`src/rtl/ctio_pkg.sv`:
```
package ctio_pkg;

  localparam int ADDR_W  = 5;
  localparam int DATA_W  = 8;
  localparam int NUM_OPT = 4;

  // Register offsets
  localparam logic [4:0] OFF_CTRL        = 5'h00;
  localparam logic [4:0] OFF_BUFFER_OPT  = 5'h0d;
  localparam logic [4:0] OFF_CACHE_BEHAV = 5'h0e;
  localparam logic [4:0] OFF_RATE_COMPAT = 5'h0f;
  localparam logic [4:0] OFF_GENERAL_A   = 5'h10;
  localparam logic [4:0] OFF_READAHEAD   = 5'h11;
  localparam logic [4:0] OFF_GENERAL_B   = 5'h12;

  // Storage index of each option byte
  localparam logic [1:0] IDX_BUFFER = 2'h0;
  localparam logic [1:0] IDX_CACHE  = 2'h1;
  localparam logic [1:0] IDX_RATE   = 2'h2;
  localparam logic [1:0] IDX_STOP   = 2'h3;
  localparam logic [4:0] OPT_ADDR [0:3] = '{OFF_BUFFER_OPT, OFF_CACHE_BEHAV,
                                            OFF_RATE_COMPAT, OFF_READAHEAD};

  // Field positions
  localparam int BUF_SEL_BIT     = 6;
  localparam int BUF_FROM_NV_BIT = 4;
  localparam int LOW_RATE_BIT    = 7;
  localparam int GO_BUSY_BIT     = 6;
  localparam int PARITY_OFF_BIT  = 5;
  localparam int EOT_MARK_BIT    = 4;
  localparam int RETRY_LSB       = 2;
  localparam int CACHE_LSB       = 0;
  localparam int COMPAT_LSB      = 5;
  localparam int RAMP_LSB        = 3;
  localparam int RATE_LSB        = 0;
  localparam int MARKS_LSB       = 0;
  localparam int CTRL_RELOAD_BIT = 0;
  localparam int CTRL_EARLY_BIT  = 1;
  localparam int STAT_BUSY_BIT   = 2;

  // Reset values, and the count that a zero marks code decodes to
  localparam logic [7:0] OPT_RESET   = 8'h00;
  localparam logic [7:0] MARKS_ZERO  = 8'hff;
  localparam logic       EARLY_RESET = 1'b0;

  typedef enum logic [1:0] {
    CACHE_NORMAL = 2'h0,
    CACHE_OFF    = 2'h1,
    CACHE_RSVD   = 2'h2,
    CACHE_LONG   = 2'h3
  } ctio_cache_mode_e;

  typedef enum logic [3:0] {
    LD_IDLE = 4'b0001,
    LD_READ = 4'b0010,
    LD_WAIT = 4'b0100,
    LD_CAPT = 4'b1000
  } ctio_load_state_e;

  // Retry budgets, ramp delays in ms, host rates in kB/s
  localparam logic [5:0]  RETRY_WR [0:3] = '{6'h00, 6'h10, 6'h20, 6'h30};
  localparam logic [3:0]  RETRY_RD [0:3] = '{4'h4, 4'h4, 4'h8, 4'hc};
  localparam logic [3:0]  RAMP_RD  [0:3] = '{4'h0, 4'h2, 4'h4, 4'h8};
  localparam logic [6:0]  RAMP_WR  [0:3] = '{7'h00, 7'h02, 7'h04, 7'h78};
  localparam logic [10:0] RATE_LO  [0:7] = '{11'h00a, 11'h01e, 11'h032, 11'h048,
                                             11'h064, 11'h078, 11'h09c, 11'h0c1};
  localparam logic [10:0] RATE_HI  [0:7] = '{11'h116, 11'h138, 11'h165, 11'h1a0,
                                             11'h1f4, 11'h271, 11'h341, 11'h4e2};

endpackage

```
`src/rtl/ctio_rate_lut.sv`:
```
`timescale 1ns/100ps
`default_nettype none

// Pure lookup; the caller registers the result
module ctio_rate_lut (
  input  wire logic [2:0]  rate_sel_in,
  input  wire logic        low_set_in,
  input  wire logic [1:0]  ramp_sel_in,
  output logic      [10:0] rate_kbps_out,
  output logic      [3:0]  ramp_rd_ms_out,
  output logic      [6:0]  ramp_wr_ms_out
);

  assign rate_kbps_out  = low_set_in ? ctio_pkg::RATE_LO[rate_sel_in]
                                     : ctio_pkg::RATE_HI[rate_sel_in];
  assign ramp_rd_ms_out = ctio_pkg::RAMP_RD[ramp_sel_in];
  assign ramp_wr_ms_out = ctio_pkg::RAMP_WR[ramp_sel_in];

endmodule

`default_nettype wire

```
`src/rtl/ctio_nvs_loader.sv`:
```
`timescale 1ns/100ps
`default_nettype none

module ctio_nvs_loader #(
  parameter int NUM_ENTRIES = 4
) (
  input  wire logic       clk_in,
  input  wire logic       sys_rst_in,
  input  wire logic       start_in,
  output logic            rd_out,
  output logic      [4:0] addr_out,
  output logic            we_out,
  output logic      [1:0] idx_out,
  output logic            busy_out
);

  if (NUM_ENTRIES < 1 || NUM_ENTRIES > 4) begin : g_check
    $error("ctio_nvs_loader: NUM_ENTRIES must be 1 to 4");
  end

  ctio_pkg::ctio_load_state_e state_reg;
  logic [1:0]                 idx_reg;
  logic                       rd_reg;
  logic [4:0]                 addr_reg;
  wire                        last_w = (idx_reg == 2'(NUM_ENTRIES - 1));

  // Starts in READ so the store is fetched right after reset
  always_ff @(posedge clk_in or posedge sys_rst_in) begin
    if (sys_rst_in) begin
      state_reg <= ctio_pkg::LD_READ;
      idx_reg   <= 2'h0;
      rd_reg    <= 1'b0;
      addr_reg  <= 5'h00;
    end else begin
      case (state_reg)
        ctio_pkg::LD_IDLE: begin
          idx_reg <= 2'h0;
          if (start_in) begin
            state_reg <= ctio_pkg::LD_READ;
          end
        end
        ctio_pkg::LD_READ: begin
          rd_reg    <= 1'b1;
          addr_reg  <= ctio_pkg::OPT_ADDR[idx_reg];
          state_reg <= ctio_pkg::LD_WAIT;
        end
        ctio_pkg::LD_WAIT: begin
          rd_reg    <= 1'b0;
          state_reg <= ctio_pkg::LD_CAPT;
        end
        ctio_pkg::LD_CAPT: begin
          idx_reg   <= last_w ? 2'h0 : idx_reg + 2'h1;
          state_reg <= last_w ? ctio_pkg::LD_IDLE : ctio_pkg::LD_READ;
        end
        default: begin
          state_reg <= ctio_pkg::LD_IDLE;
        end
      endcase
    end
  end

  assign rd_out   = rd_reg;
  assign addr_out = addr_reg;
  assign we_out   = (state_reg == ctio_pkg::LD_CAPT);
  assign idx_out  = idx_reg;
  assign busy_out = (state_reg != ctio_pkg::LD_IDLE);

endmodule

`default_nettype wire

```
`src/rtl/ctio_option_decoder.sv`:
```
// Local design decision: the address-and-strobe port.
`timescale 1ns/100ps
`default_nettype none

// Behaviour
// - Stored one means switch on, no inversion
// - Byte 13: bit6 buffered select, bit4 source
// - Byte 14: rates, go, parity, eot, retries, cache
// - Cache mode: normal, off, reserved, long-block
// - Byte 15: ramp delay and host rate
// - Early layout: 2-bit compat in bits 6-5
// - Later layout: 3-bit compat in bits 7-5
// - Byte 17 marks count, zero means 255
// - Early layout: bit6 means configured, bit7 unused; the configured output follows the layout flag, and bit6 stays buffered select
// - Bytes 16 and 18 are not decoded here
module ctio_option_decoder (
  input  wire logic       clk_in,
  input  wire logic       sys_rst_in,
  input  wire logic [4:0] reg_addr_in,
  input  wire logic [7:0] reg_wdata_in,
  input  wire logic       reg_wr_in,
  input  wire logic       reg_rd_in,
  output logic      [7:0] reg_rdata_out,
  input  wire logic [7:0] nvs_rdata_in,
  output logic            nvs_rd_out,
  output logic      [4:0] nvs_raddr_out,
  output logic            nvs_wr_out,
  output logic      [4:0] nvs_waddr_out,
  output logic      [7:0] nvs_wdata_out,
  output logic            buffered_host_port_out,
  output logic            buffered_configured_out,
  output logic            buffered_from_store_out,
  output logic            low_rate_set_out,
  output logic            go_sets_interface_busy_out,
  output logic            parity_check_off_out,
  output logic            end_of_tape_indication_out,
  output logic      [5:0] write_retries_out,
  output logic      [3:0] read_retries_out,
  output logic      [1:0] cache_mode_out,
  output logic            cache_enabled_out,
  output logic            cache_long_block_out,
  output logic            cache_mode_reserved_out,
  output logic      [3:0] ramp_read_ms_out,
  output logic      [6:0] ramp_write_ms_out,
  output logic     [10:0] host_rate_kbps_out,
  output logic      [2:0] compat_code_out,
  output logic      [7:0] stop_marks_out
);

  logic [7:0]  opt_reg [0:3];
  logic        early_reg;
  logic [7:0]  rdata_reg;
  logic        nvs_wr_reg;
  logic [4:0]  nvs_waddr_reg;
  logic [7:0]  nvs_wdata_reg;

  logic        ld_we;
  logic [1:0]  ld_idx;
  logic        ld_busy;
  logic [10:0] lut_rate;
  logic [3:0]  lut_ramp_rd;
  logic [6:0]  lut_ramp_wr;

  // Address decode
  wire is_ctrl  = (reg_addr_in == ctio_pkg::OFF_CTRL);
  wire is_buf   = (reg_addr_in == ctio_pkg::OFF_BUFFER_OPT);
  wire is_cache = (reg_addr_in == ctio_pkg::OFF_CACHE_BEHAV);
  wire is_rate  = (reg_addr_in == ctio_pkg::OFF_RATE_COMPAT);
  wire is_stop  = (reg_addr_in == ctio_pkg::OFF_READAHEAD);
  wire is_opt   = is_buf | is_cache | is_rate | is_stop;
  wire reload   = reg_wr_in & is_ctrl & reg_wdata_in[ctio_pkg::CTRL_RELOAD_BIT];

  wire [7:0] b13 = opt_reg[ctio_pkg::IDX_BUFFER];
  wire [7:0] b14 = opt_reg[ctio_pkg::IDX_CACHE];
  wire [7:0] b15 = opt_reg[ctio_pkg::IDX_RATE];
  wire [7:0] b17 = opt_reg[ctio_pkg::IDX_STOP];

  wire [7:0] status_w = {5'h00, ld_busy, early_reg, 1'b0};
  // Bytes 16, 18 and unmapped offsets read zero
  wire [7:0] rd_mux = is_ctrl  ? status_w :
                      is_buf   ? b13 :
                      is_cache ? b14 :
                      is_rate  ? b15 :
                      is_stop  ? b17 : 8'h00;

  wire [1:0] cache_w  = b14[ctio_pkg::CACHE_LSB +: 2];
  wire [1:0] retry_w  = b14[ctio_pkg::RETRY_LSB +: 2];
  wire [3:0] marks_w  = b17[ctio_pkg::MARKS_LSB +: 4];
  // Early layout leaves bit 7 out of the code
  wire [2:0] compat_w = early_reg ? {1'b0, b15[ctio_pkg::COMPAT_LSB +: 2]}
                                  : b15[ctio_pkg::COMPAT_LSB +: 3];
  wire [7:0] marks_count_w = (marks_w == 4'h0) ? ctio_pkg::MARKS_ZERO
                                               : {4'h0, marks_w};

  ctio_nvs_loader #(
    .NUM_ENTRIES (ctio_pkg::NUM_OPT)
  ) u_loader (
    .clk_in     (clk_in),
    .sys_rst_in (sys_rst_in),
    .start_in   (reload),
    .rd_out     (nvs_rd_out),
    .addr_out   (nvs_raddr_out),
    .we_out     (ld_we),
    .idx_out    (ld_idx),
    .busy_out   (ld_busy)
  );

  ctio_rate_lut u_lut (
    .rate_sel_in    (b15[ctio_pkg::RATE_LSB +: 3]),
    .low_set_in     (b14[ctio_pkg::LOW_RATE_BIT]),
    .ramp_sel_in    (b15[ctio_pkg::RAMP_LSB +: 2]),
    .rate_kbps_out  (lut_rate),
    .ramp_rd_ms_out (lut_ramp_rd),
    .ramp_wr_ms_out (lut_ramp_wr)
  );

  // Active bytes change only when the loader captures them
  for (genvar g = 0; g < ctio_pkg::NUM_OPT; g++) begin : g_opt
    always_ff @(posedge clk_in or posedge sys_rst_in) begin
      if (sys_rst_in) begin
        opt_reg[g] <= ctio_pkg::OPT_RESET;
      end else if (ld_we && ld_idx == 2'(g)) begin
        opt_reg[g] <= nvs_rdata_in;
      end
    end
  end

  // Software writes go to the store; reload makes them active
  always_ff @(posedge clk_in or posedge sys_rst_in) begin
    if (sys_rst_in) begin
      nvs_wr_reg    <= 1'b0;
      nvs_waddr_reg <= 5'h00;
      nvs_wdata_reg <= 8'h00;
      early_reg     <= ctio_pkg::EARLY_RESET;
    end else begin
      nvs_wr_reg <= reg_wr_in & is_opt;
      if (reg_wr_in && is_opt) begin
        nvs_waddr_reg <= reg_addr_in;
        nvs_wdata_reg <= reg_wdata_in;
      end
      if (reg_wr_in && is_ctrl) begin
        early_reg <= reg_wdata_in[ctio_pkg::CTRL_EARLY_BIT];
      end
    end
  end

  always_ff @(posedge clk_in or posedge sys_rst_in) begin
    if (sys_rst_in) begin
      rdata_reg <= 8'h00;
    end else begin
      rdata_reg <= reg_rd_in ? rd_mux : 8'h00;
    end
  end

  // Bits pass straight through: one means switch on
  always_ff @(posedge clk_in or posedge sys_rst_in) begin
    if (sys_rst_in) begin
      buffered_host_port_out     <= 1'b0;
      buffered_configured_out    <= 1'b0;
      buffered_from_store_out    <= 1'b0;
      low_rate_set_out           <= 1'b0;
      go_sets_interface_busy_out <= 1'b0;
      parity_check_off_out       <= 1'b0;
      end_of_tape_indication_out <= 1'b0;
    end else begin
      buffered_host_port_out     <= b13[ctio_pkg::BUF_SEL_BIT];
      buffered_configured_out    <= early_reg;
      buffered_from_store_out    <= b13[ctio_pkg::BUF_FROM_NV_BIT];
      low_rate_set_out           <= b14[ctio_pkg::LOW_RATE_BIT];
      go_sets_interface_busy_out <= b14[ctio_pkg::GO_BUSY_BIT];
      parity_check_off_out       <= b14[ctio_pkg::PARITY_OFF_BIT];
      end_of_tape_indication_out <= b14[ctio_pkg::EOT_MARK_BIT];
    end
  end

  always_ff @(posedge clk_in or posedge sys_rst_in) begin
    if (sys_rst_in) begin
      write_retries_out       <= 6'h00;
      read_retries_out        <= 4'h0;
      cache_mode_out          <= 2'h0;
      cache_enabled_out       <= 1'b0;
      cache_long_block_out    <= 1'b0;
      cache_mode_reserved_out <= 1'b0;
    end else begin
      write_retries_out       <= ctio_pkg::RETRY_WR[retry_w];
      read_retries_out        <= ctio_pkg::RETRY_RD[retry_w];
      cache_mode_out          <= cache_w;
      cache_enabled_out       <= (cache_w == ctio_pkg::CACHE_NORMAL);
      cache_long_block_out    <= (cache_w == ctio_pkg::CACHE_LONG);
      cache_mode_reserved_out <= (cache_w == ctio_pkg::CACHE_RSVD);
    end
  end

  always_ff @(posedge clk_in or posedge sys_rst_in) begin
    if (sys_rst_in) begin
      ramp_read_ms_out   <= 4'h0;
      ramp_write_ms_out  <= 7'h00;
      host_rate_kbps_out <= 11'h000;
      compat_code_out    <= 3'h0;
      stop_marks_out     <= 8'h00;
    end else begin
      ramp_read_ms_out   <= lut_ramp_rd;
      ramp_write_ms_out  <= lut_ramp_wr;
      host_rate_kbps_out <= lut_rate;
      compat_code_out    <= compat_w;
      stop_marks_out     <= marks_count_w;
    end
  end

  assign reg_rdata_out = rdata_reg;
  assign nvs_wr_out    = nvs_wr_reg;
  assign nvs_waddr_out = nvs_waddr_reg;
  assign nvs_wdata_out = nvs_wdata_reg;

  wire [31:0] opt_all = {b13, b14, b15, b17};

  // Also covers the load that starts by itself when reset lets go
  a_load_after_reset: assert property (@(posedge clk_in) disable iff (sys_rst_in)
    ($fell(sys_rst_in) || (ld_busy && !$past(ld_busy))) |-> ##[1:20] !ld_busy)
    else $error("option load did not finish");

  a_settings_hold: assert property (@(posedge clk_in) disable iff (sys_rst_in)
    !ld_we |=> $stable(opt_all))
    else $error("option byte changed without a load");

  a_store_write: assert property (@(posedge clk_in) disable iff (sys_rst_in)
    (reg_wr_in && is_opt) |=> (nvs_wr_out && nvs_wdata_out == $past(reg_wdata_in)))
    else $error("option write not passed to store");

  a_general_zero: assert property (@(posedge clk_in) disable iff (sys_rst_in)
    (reg_rd_in && (reg_addr_in == ctio_pkg::OFF_GENERAL_A ||
                   reg_addr_in == ctio_pkg::OFF_GENERAL_B)) |=> reg_rdata_out == 8'h00)
    else $error("general byte read not zero");

  a_cache_long: assert property (@(posedge clk_in) disable iff (sys_rst_in)
    (!$past(sys_rst_in) && $past(cache_w) == 2'h3) |-> (cache_long_block_out && !cache_enabled_out))
    else $error("long block mode not decoded");

  a_marks_zero: assert property (@(posedge clk_in) disable iff (sys_rst_in)
    (!$past(sys_rst_in) && $past(marks_w) == 4'h0) |-> stop_marks_out == 8'hff)
    else $error("zero mark code not 255");

  a_ramp_write: assert property (@(posedge clk_in) disable iff (sys_rst_in)
    (!$past(sys_rst_in) && $past(b15[4:3]) == 2'h3) |-> (ramp_write_ms_out == 7'h78 &&
                                                        ramp_read_ms_out == 4'h8))
    else $error("ramp code 3 not decoded");

  a_compat_early: assert property (@(posedge clk_in) disable iff (sys_rst_in)
    (!$past(sys_rst_in) && $past(early_reg)) |-> (compat_code_out[2] == 1'b0 &&
                                                 compat_code_out[1:0] == $past(b15[6:5])))
    else $error("early compat code wrong");

  a_rate_top: assert property (@(posedge clk_in) disable iff (sys_rst_in)
    (!$past(sys_rst_in) && $past(b15[2:0]) == 3'h7 && $past(b14[7])) |-> host_rate_kbps_out == 11'h0c1)
    else $error("low rate top entry wrong");

  a_rate_base: assert property (@(posedge clk_in) disable iff (sys_rst_in)
    (!$past(sys_rst_in) && $past(b15[2:0]) == 3'h0 && !$past(b14[7])) |->
      host_rate_kbps_out == 11'h116)
    else $error("high rate first entry wrong");

  a_ramp_two: assert property (@(posedge clk_in) disable iff (sys_rst_in)
    (!$past(sys_rst_in) && $past(b15[4:3]) == 2'h1) |-> (ramp_write_ms_out == 7'h02 &&
                                                        ramp_read_ms_out == 4'h2))
    else $error("ramp code 1 not decoded");

  a_buf_select: assert property (@(posedge clk_in) disable iff (sys_rst_in)
    !$past(sys_rst_in) |-> (buffered_host_port_out == $past(b13[6]) &&
                            buffered_from_store_out == $past(b13[4])))
    else $error("buffered interface bits not passed");

  a_cache_flags: assert property (@(posedge clk_in) disable iff (sys_rst_in)
    !$past(sys_rst_in) |-> (low_rate_set_out == $past(b14[7]) &&
                            go_sets_interface_busy_out == $past(b14[6]) &&
                            parity_check_off_out == $past(b14[5]) &&
                            end_of_tape_indication_out == $past(b14[4])))
    else $error("cache flag bits not passed");

  a_retry_top: assert property (@(posedge clk_in) disable iff (sys_rst_in)
    (!$past(sys_rst_in) && $past(b14[3:2]) == 2'h3) |-> (write_retries_out == 6'h30 &&
                                                        read_retries_out == 4'hc))
    else $error("top retry budget wrong");

  a_retry_low: assert property (@(posedge clk_in) disable iff (sys_rst_in)
    (!$past(sys_rst_in) && $past(b14[3:2]) == 2'h1) |-> (write_retries_out == 6'h10 &&
                                                        read_retries_out == 4'h4))
    else $error("low retry budget wrong");

  a_cache_normal: assert property (@(posedge clk_in) disable iff (sys_rst_in)
    (!$past(sys_rst_in) && $past(b14[1:0]) == 2'h0) |-> (cache_enabled_out &&
                                                        !cache_long_block_out &&
                                                        !cache_mode_reserved_out))
    else $error("normal cache mode not decoded");

  a_cache_off: assert property (@(posedge clk_in) disable iff (sys_rst_in)
    (!$past(sys_rst_in) && $past(b14[1:0]) == 2'h1) |-> (cache_mode_out == 2'h1 &&
                                                        !cache_enabled_out &&
                                                        !cache_long_block_out &&
                                                        !cache_mode_reserved_out))
    else $error("non-cached mode not decoded");

  a_cache_rsvd: assert property (@(posedge clk_in) disable iff (sys_rst_in)
    (!$past(sys_rst_in) && $past(b14[1:0]) == 2'h2) |-> (cache_mode_reserved_out &&
                                                        !cache_enabled_out &&
                                                        !cache_long_block_out))
    else $error("reserved cache mode not flagged");

  a_compat_late: assert property (@(posedge clk_in) disable iff (sys_rst_in)
    (!$past(sys_rst_in) && !$past(early_reg)) |-> compat_code_out == $past(b15[7:5]))
    else $error("later compat code wrong");

  a_marks_count: assert property (@(posedge clk_in) disable iff (sys_rst_in)
    (!$past(sys_rst_in) && $past(b17[3:0]) != 4'h0) |->
      stop_marks_out == {4'h0, $past(b17[3:0])})
    else $error("mark count not passed");

  a_layout_flag: assert property (@(posedge clk_in) disable iff (sys_rst_in)
    !$past(sys_rst_in) |-> buffered_configured_out == $past(early_reg))
    else $error("configured meaning not tracked");

endmodule

`default_nettype wire

```
`config.mk`:
```
export PLATFORM = sky130hd
export DESIGN_NAME = ctio_option_decoder
export DESIGN_NICKNAME = d
export VERILOG_FILES = /design/src/rtl/ctio_pkg.sv /design/src/rtl/ctio_rate_lut.sv /design/src/rtl/ctio_nvs_loader.sv /design/src/rtl/ctio_option_decoder.sv
export SDC_FILE = /design/constraint.sdc
export NUM_CORES = 1
export LEC_CHECK = 0
export BUFFER_PORTS_ARGS = -buffer_cell sky130_fd_sc_hd__clkbuf_2
export CAP_MARGIN = 20
export CORE_MARGIN = 1.5
export CORE_UTILIZATION = 53
export CTS_CLUSTER_SIZE = 30
export DETAILED_ROUTE_END_ITERATION = 12
export GPL_ROUTABILITY_DRIVEN = 0
export HOLD_SLACK_MARGIN = 0.12
export PLACE_DENSITY = 0.79
export SLEW_MARGIN = 10
export SYNTH_ARGS = -nofsm -noshare
export SYNTH_HDL_FRONTEND = slang
export SYNTH_SLANG_ARGS = --single-unit
```
`constraint.sdc`:
```
create_clock -name clk_in -period 3.2 [get_ports clk_in]
set_input_delay 0.16 -clock clk_in [delete_from_list [all_inputs] [get_ports clk_in]]
set_output_delay 0.16 -clock clk_in [all_outputs]
set_load 0.03 [all_outputs]
```
Yosys cells after proc, flatten, opt, wreduce, memory -nomap -nowiden
Memories as Yosys holds them, arrays and structs flattened.
Index checks and enable logic that the tools add are counted.
Storage, ports and cells
  flip-flop bits (word level): 122
  bits in read-only memories: 176
  output and inout port bits: 83
  logic and storage cells: 109
  memories: 2
Memory list
  (name not given): words 8, width 11, rd ports 1, clocked after memory_dff 0, write ports 0, RTL line ctio_rate_lut.sv:14  | assign rate_kbps_out = low_set_in ? ctio_pkg::RATE_LO[rate_sel_in]
  (name not given): words 8, width 11, rd ports 1, clocked after memory_dff 0, write ports 0, RTL line ctio_rate_lut.sv:15  | : ctio_pkg::RATE_HI[rate_sel_in];
Cells by class
  add/subtract/negate cells: 1
  order comparisons: 4
  equal/unequal tests: 15
  muxes and demuxes: 34
  bitwise logic cells: 10
  reduce and logical (&&, ||, !) cells: 12
Operators with widths (count)
  2-to-1 mux 8 bit: 7
  2-to-1 mux 11 bit: 5
  2-to-1 mux 4 bit: 5
  binary-select mux 4 bit (select 2 bit): 2
  one-hot mux 4 bit (4 select lines): 1
  == test 5 x 4 -> 1 bit, second input constant: 3
  binary-select mux 7 bit (select 2 bit): 1
  2-to-1 mux 7 bit: 2
  binary-select mux 6 bit (select 2 bit): 1
  2-to-1 mux 6 bit: 2
  binary-select mux 5 bit (select 2 bit): 1
  2-to-1 mux 5 bit: 2
  >= comparator 3 bit, second input constant: 3
  inverter 2 -> 3 bit: 3
  == test 2 bit, second input constant: 4
  logical AND 1 bit: 6
  == test 5 bit, second input constant: 1
  logical NOT 5 bit: 1
  == test 4 x 1 -> 1 bit, second input constant: 1
  == test 4 x 2 -> 1 bit, second input constant: 1
  == test 4 x 3 -> 1 bit, second input constant: 1
  == test 4 bit, second input constant: 1
  >= comparator 4 bit, second input constant: 1
  logical NOT 2 bit: 2
  13 further kinds: 19

Logic depth before layout (Yosys ltp)
Gate-level depths: netlist of run 1.
  word-level depth: 7
  gate-level depth with buffers: 7
  gate-level depth less buffers: 6

By module
A second synthesis of run 1 with hierarchy kept.
Unflattened totals
  cell total of the unflattened synthesis: 347
  area, all modules: 4636.9 µm²
Modules (own cells, without submodules)
  ctio_option_decoder: instances 1, cells an instance 239, area each 3671.0 µm², seq. area each 2502.4 µm²
  ctio_nvs_loader: instances 1, cells an instance 56, area each 588.1 µm², seq. area each 276.5 µm²
  ctio_rate_lut: instances 1, cells an instance 52, area each 377.9 µm², seq. area each 0.0 µm²

Worst setup path before layout of run 1
No wires, ideal clock.
  path kind: input to register
  start: in reg_addr_in[2]
  end: reg nvs_wdata_reg[0] (netlist: nvs_wdata_out[0])
  arrival time: 1494 ps
  setup slack: 1581 ps
  stages: 7
  path buffers: 3
  cell sequence: and3_1 > buf_6 > and2_1 > buf_6 > o31a_4 > buf_12 > mux2_4
Between the ends
  longest elaborated chain between the ends: 5
  elaborated cells between the ends (all ways): 8
Ends and longest elaborated chain
  start, declared: RTL line ctio_option_decoder.sv:19  | input wire logic [4:0] reg_addr_in,
  == test 5 x 4 -> 1 bit (on tied branches): RTL line ctio_option_decoder.sv:66, ctio_option_decoder.sv:67
  bitwise OR 1 bit (2 in a row): RTL line ctio_option_decoder.sv:70  | wire is_opt = is_buf | is_cache | is_rate | is_stop;
  bitwise OR 1 bit (*): RTL line ctio_option_decoder.sv:70
  logical AND 1 bit (*): RTL line ctio_option_decoder.sv:137  | if (reg_wr_in && is_opt) begin
  end signal, assigned: RTL line ctio_option_decoder.sv:139  | nvs_wdata_reg <= reg_wdata_in;
  end, declared: RTL line ctio_option_decoder.sv:55  | logic [7:0] nvs_wdata_reg;
Mark *: on every way between the ends. The rest lies on a longest branch, timed or not.
A chain may end at the register's enable or synchronous reset.

Worst setup path after layout of run 1
  start: in reg_addr_in[0]
  end: reg nvs_waddr_reg[0] (netlist: nvs_waddr_out[0])
Between the ends
  longest elaborated chain between the ends: 5
  elaborated cells between the ends (all ways): 8
Ends and longest elaborated chain
  == test 5 x 4 -> 1 bit (on tied branches): RTL line ctio_option_decoder.sv:66, ctio_option_decoder.sv:67
  bitwise OR 1 bit (3 in a row): RTL line ctio_option_decoder.sv:70
  logical AND 1 bit: RTL line ctio_option_decoder.sv:137
  end signal, assigned: RTL line ctio_option_decoder.sv:138  | nvs_waddr_reg <= reg_addr_in;
  end, declared: RTL line ctio_option_decoder.sv:54  | logic [4:0] nvs_waddr_reg;
Several ways; a longest one is shown, not always the timed one.

==> results of run 1 <==
==> tightest hold or removal path, stage by stage <==
cell and delay, ns:
clkbuf_2 0.12, nor4b_2 0.09, nand3_1 0.09, a21boi_0 0.08
==> cell type report <==
type                            instances  area (um2)  share of cell area (%)
Timing Repair Buffer                  123         731                    13.9
Tap cell                              105         131                    2.50
Inverter                               14        55.1                    1.05
Clock buffer                           10         138                    2.62
Multi-Input combinational cell        209        1590                    30.1
Sequential cell                       103        2580                    49.0
Clock inverter                          6        43.8                   0.832
==> worst paths after layout <==
| path | to | depth (start not counted) | start |
|---|---|---|---|
| min in group asynchronous | host_rate_kbps_out[4] | 3 | sys_rst_in |
| min reg2reg | buffered_host_port_out | 0 | b13[6] |
| min | u_loader.state_reg[1] | 4 | reg_addr_in[2] |
| max in group asynchronous | stop_marks_out[0] | 4 | sys_rst_in |
| max reg2reg | b14[2] | 3 | u_loader.state_reg[3] |
| max | nvs_waddr_out[0] | 6 | reg_addr_in[0] |
==> logic make-up after synthesis <==
| family | Yosys count |
|---|---|
| muxes | 49 |
| xor gates and xnor gates | 2 |
| AOI/OAI and AO/OA | 57 |
| buffers and inverters | 45 |
| adders and majority gates | 12 |
| other | 1 |
| and+or+nand+nor | 81 |
| DFF | 103 |
==> layer usage <==
layer | GRT usage [%] | part of all wire [%]
met4 | 7.96 | 1.8
met2 | 33.8 | 48
met3 | 3.80 | 6.0
met5 | 0 | 0
met1 | 29.2 | 44
==> power groups by stage <==
| stage | clock network, mW | logic (mW) | registers, mW |
|---|---|---|---|
| 6_report | 0.750 | 0.504 | 1.47 |
| 5_1_grt | 0.844 | 0.542 | 1.49 |
| 4_1_cts | 0.766 | 0.506 | 1.48 |
| 3_5_place_dp | 0 | 0.485 | 1.50 |
| 3_3_place_gp | 0 | 0.473 | 1.50 |
| 2_1_floorplan | 0 | 0.195 | 1.65 |
==> cell usage after synthesis (2+ instances only) <==
cell / instances / share of area, %
xor2_1: 2 / 0.40
buf_4: 19 / 3.2
a21oi_1: 12 / 1.4
a221oi_1: 3 / 0.60
inv_1: 14 / 1.2
nand2b_1: 2 / 0.28
o21ai_0: 19 / 2.2
nor2b_1: 6 / 0.85
and2_1: 5 / 0.71
nand2_1: 23 / 2.0
dfrtp_1: 102 / 58
nor2_1: 20 / 1.7
a211oi_1: 5 / 0.85
mux2i_1: 3 / 0.68
ha_1: 12 / 3.4
nor4b_1: 2 / 0.40
or2_2: 4 / 0.57
mux2_1: 3 / 0.77
buf_6: 2 / 0.51
mux2_4: 7 / 2.4
mux2_2: 35 / 8.9
a21boi_0: 9 / 1.5
and3_1: 9 / 1.3
nor4b_2: 2 / 0.68
a31oi_1: 2 / 0.28
clkbuf_1: 8 / 0.68
a22o_1: 2 / 0.40
==> flow_metrics.tcl, run 1 <==
set metrics [dict create \
    clockBufferDepth 2 \
    root_buffer "clkbuf_8" \
    postSynth.asyncResetShare_pct 100 \
    ant_nets 0 \
    power.leakage_nw 2.59 \
    num_vias 2955 \
    cts_tree "built" \
    synth-compound-area-share_pct 8.37 \
    max_freq_mhz 453 \
    slew_viol_final 0 \
    synthXorXnorAreaFrac_pct 0.397 \
    path_cells "dlygate4sd3_1 -> clkbuf_2 -> and3_1 -> and2_1 -> o31a_4 -> mux2_2" \
    p_sw_uw 834 \
    ys_seq_area_share_pct 58.5 \
    layout_commonest_cell "dfrtp_1" \
    wl_per_cell_um 14.9 \
    yosys.area_share.simple_pct 9.82 \
    gr-total-overflow 0 \
    grt_pass1_wl_um 14500 \
    ys_ff_latch 103 \
    muxShareOfSynthArea_pct 13.3 \
    largest_reg_flops 11 \
    cts_setup_buffers 0 \
    required_ns 3.45 \
    regMostFlops "host_rate_kbps_out" \
    cp_top_family "simple AND/OR/NAND/NOR gates" \
    fp.dieH_um 94.2 \
    worst-path-buf-inv 2 \
    synth_top_family_by_area "multiplexers" \
    drive_above_1_share_pct 37.2 \
    postLayoutCellArea_um2 5260 \
    clkLatencyLatePin_ns 0.37 \
    critPathSlowestCell "dlygate4sd3_1" \
    cts_resized 0 \
    holdWs_ns 0.180 \
    synth_edf_count 0 \
    cp_max_fo 18 \
    num-nets-final 497 \
    antenna_found_initial 0 \
    synthFlopType "dfrtp_1" \
    p_total_mw 2.73 \
    num_rows 33 \
    synth_warnings 0 \
    cts_sinks 103 \
    drc 0 \
    outcome "finished clean" \
    final_cell_mix "102 x dfrtp_1, 99 x clkbuf_2, 35 x mux2_2, 23 x nand2_1, 22 x dlygate4sd3_1" \
    port_buffers 99 \
    startpoint_type "primary input" \
    diodes 0 \
    dp_cells 532 \
    fin_tns_setup_ns 0 \
    r2r_slack_ns 1.33 \
    syn_area_per_cell_um2 12.6 \
    synth_area_um2 4410 \
    syn_inst 350 \
    ir_drop_uv 379 \
    routed_wl_um 8490 \
    utilization_pct 64.7 \
    dp_slack_ns 1.18 \
    switching_share_pct 30.6 \
    fin_worst_skew_ns 0.00678 \
    combPwrFrac_pct 18.5 \
    htree_levels 3 \
    track_usage_pct 21.3 \
    ctsHoldBuffers 22 \
    drt-initial-drc-count 172 \
    grt_max_degree 57 \
    first_pass_iters 4 \
    hold_class "primary input to flip-flop" \
    cap_violations 0 \
    finalCritPeriodShare_pct 69.0 \
    slew_headroom_pct 53.0 \
    cp_data_arrival_time_ns 2.46 \
    syn_to_final_growth_pct 19.3 \
    period_minus_slack_ns 2.21 \
    start_util_pct 54.2 \
    post-dp-hpwl_um 5930 \
    power.density_nw_per_um2 519 \
    finalWorstSetupSlack_ns 0.992 \
    io_pins 108 \
    critPathMaxStageDelay_ns 0.52 \
    numCtsBuffers 9 \
    place_area_um2 4860 \
    die_w_um 94.2 \
    fill_cells 654 \
    die_area_um2 8880 \
    yosys.area_share.adder_pct 3.40 \
    finalHoldViolations 0 \
    routed_via_density 5.18 \
    crit_path_end_kind "flip-flop" \
    setup_viol 0 \
    grt_setup_unrepaired "false" \
    grt_pass1_vias 2970 \
    coreArea_um2 8130 \
    p_int_mw 1.89 \
    synth_cell_types 45 \
    tightest_slew_ns 0.704 \
    clk_pin_slew_ns 0.09 \
    pwr-share-seq_pct 54.0 \
    final_cells 570 \
    critPathKind "primary input to flip-flop" \
    pwr-share-clk_pct 27.5 \
]
No activity file was read; power rests on OpenSTA's default activity.
==> run 2: changes to the inputs <==
--- a/config.mk
+++ b/config.mk
@@ -5,6 +5,7 @@
 export SDC_FILE = /design/constraint.sdc
 export NUM_CORES = 1
 export LEC_CHECK = 0
+export ABC_AREA = 1
 export BUFFER_PORTS_ARGS = -buffer_cell sky130_fd_sc_hd__clkbuf_2
 export CAP_MARGIN = 20
 export CORE_MARGIN = 1.5
==> constraint.sdc (replaced) <==
create_clock -name clk_in -period 2.2 [get_ports clk_in]
set_input_delay 0.11 -clock clk_in [delete_from_list [all_inputs] [get_ports clk_in]]
set_output_delay 0.11 -clock clk_in [all_outputs]
set_load 0.03 [all_outputs]
==> flow_metrics.tcl, run 2 <==
set metrics [dict create \
    num-nets-final 607 \
    postSynth.asyncResetShare_pct 100 \
    switching_share_pct 30.3 \
    p_sw_mw 1.29 \
    track_usage_pct 22.6 \
    grt_setup_unrepaired "false" \
    syn_to_final_growth_pct 20.8 \
    utilization_pct 66.9 \
    cp_data_arrival_time_ns 1.87 \
    p_int_mw 2.98 \
    drt-initial-drc-count 172 \
    clkLatencyLatePin_ns 0.37 \
    syn_inst 462 \
    max_freq_mhz 625 \
    synthFlopType "dfrtp_1" \
    outcome "finished clean" \
    ys_ff_latch 103 \
    finalCritPeriodShare_pct 72.7 \
    finalHoldViolations 0 \
    final_cells 677 \
    power.density_nw_per_um2 814 \
    grt_max_degree 49 \
    hold_path_startpoint "reg_wr_in" \
    period_minus_slack_ns 1.60 \
    hold_class "primary input to flip-flop" \
    synth_warnings 0 \
    rr_endpoint "b14[7]" \
    slew_headroom_pct 45.3 \
    p_total_mw 4.28 \
    antenna_found_initial 0 \
    startpoint_type "primary input" \
    grt_pass1_vias 3216 \
    synth_edf_count 0 \
    num_vias 3385 \
    crit_path_end_kind "flip-flop" \
    holdWs_ns 0.172 \
    fin_tns_setup_ns 0 \
    tightest_slew_ns 0.819 \
    combPwrFrac_pct 18.6 \
    holdPathStages 3 \
    clockBufferDepth 2 \
    finalWorstSetupSlack_ns 0.600 \
    slew_viol_final 0 \
    io_pins 108 \
    dp_cells 640 \
    multiInputGateArea_um2 1370 \
    largest_reg_flops 11 \
    final_cell_mix "112 x nand2_1, 102 x dfrtp_1, 99 x clkbuf_2, 51 x inv_1, 29 x o21ai_0" \
    synth_top_cell_by_area "dfrtp_1" \
    clk_pin_slew_ns 0.09 \
    routed_via_density 5.00 \
    root_buffer "clkbuf_8" \
    cts_tree "built" \
    yosysTopAreaCellShare_pct 58.7 \
    reg2regPathDepth 6 \
    synthTopCellsByCount "112 x nand2_1, 102 x dfrtp_1, 52 x inv_1" \
    setup_viol 0 \
    min_to "nvs_waddr_out[1]" \
    cts_sinks 103 \
    dp_slack_ns 0.770 \
    regMostFlops "host_rate_kbps_out" \
    gr-total-overflow 0 \
    start_util_pct 55.4 \
    syn_area_per_cell_um2 9.41 \
    grt_pass1_wl_um 15000 \
    layout_commonest_cell "nand2_1" \
    port_buffers 99 \
    yosys.cell_count.top_type "nand2_1" \
    wl_per_cell_um 13.5 \
    pwr-share-clk_pct 30.4 \
    ant_nets 0 \
    routed_wl_um 9150 \
    seq_area_um2 2580 \
    ys_seq_area_share_pct 59.3 \
    synth_area_um2 4350 \
    die_w_um 93.6 \
    diodes 0 \
    post-dp-hpwl_um 6390 \
    fp.dieH_um 93.6 \
    required_ns 2.47 \
    htree_levels 3 \
    r2r_slack_ns 0.80 \
    synth_cell_types 28 \
    synth_area_leaders "dfrtp_1 59%, nand2_1 9.7%, inv_1 4.5%" \
    numCtsBuffers 9 \
    postLayoutCellArea_um2 5250 \
    timing.rr.start "u_loader.state_reg[0]" \
    drive_above_1_share_pct 24.3 \
    place_area_um2 4820 \
    first_pass_iters 4 \
    fin_worst_skew_ns 0.00920 \
    die_area_um2 8760 \
    coreArea_um2 7850 \
    cts_setup_buffers 0 \
    fill_cells 646 \
    cap_violations 0 \
    critPathKind "primary input to flip-flop" \
    ir_drop_uv 369 \
    pwr-share-seq_pct 51.0 \
    power.leakage_nw 2.82 \
    drc 0 \
    num_rows 32 \
    cp_max_fo 14 \
]
## run 2: cell count changes in the layout (fill, tap and decap cells not counted), moves of 8 or more
cell / previous run / this run
a21boi_0: 9 / 0
and3_1: 9 / 0
inv_1: 13 / 51
mux2_2: 35 / 0
nand2_1: 23 / 112
nand2_2: 0 / 8
nand3_1: 1 / 24
o21ai_0: 19 / 29
o21ai_1: 0 / 26
## run 2: layer usage
metal	routed length (um)	track usage, %
met5	0	0
met4	401	13.3
met3	516	4.96
met2	4420	34.2
met1	3820	29.8
## run 2: area by class of cell
cell class / count / share of cell area [%]
inverter: 58 / 4.22
sequential: 103 / 49.1
multi-input combinational: 276 / 26.1
tap: 102 / 2.43
timing repair buffer: 122 / 14.0
clock buffer: 11 / 2.69
clock inverter: 5 / 1.55
## run 2: logic make-up after synthesis
| group | synth area share, % |
|---|---|
| other cells | 0.0862 |
| flops | 59.3 |
| fa+ha+maj | 3.45 |
| compound gates | 9.64 |
| simple gates | 17.7 |
| buf+inv | 9.81 |
## run 2: worst max path at each step
| stage | start | to | slack (ns) |
|---|---|---|---|
| floorplan | sys_rst_in | b13[0] | 0.86 |
| global placement | reg_addr_in[4] | reg_rdata_out[1] | 0.78 |
| detailed placement | reg_addr_in[4] | reg_rdata_out[2] | 0.77 |
| CTS | reg_addr_in[4] | reg_rdata_out[2] | 0.59 |
| global route | reg_addr_in[1] | nvs_wdata_out[6] | 0.44 |
| finish | reg_addr_in[1] | nvs_wdata_out[1] | 0.60 |
## run 2: critical path: stages
cell and delay (ns):
dlygate4sd3_1 0.53, clkbuf_2 0.14, inv_2 0.09, nand2_1 0.06
nor2_2 0.13, nand2_2 0.20, nand4_4 0.22, nand2_2 0.21
nand2_1 0.13, nand2_1 0.05
## run 2: power by group through the flow
stage | clock network, mW | logic (mW) | registers, mW
2_1_floorplan | 0 | 0.338 | 2.43
4_1_cts | 1.33 | 0.797 | 2.18
3_5_place_dp | 0 | 0.767 | 2.22
5_1_grt | 1.41 | 0.882 | 2.21
3_3_place_gp | 0 | 0.753 | 2.21
6_report | 1.30 | 0.795 | 2.18
## run 2: what timing repair did
item                      CTS  global route
hold endpoints to repair   82             0
gates resized for setup     0             0
hold buffers               21             0
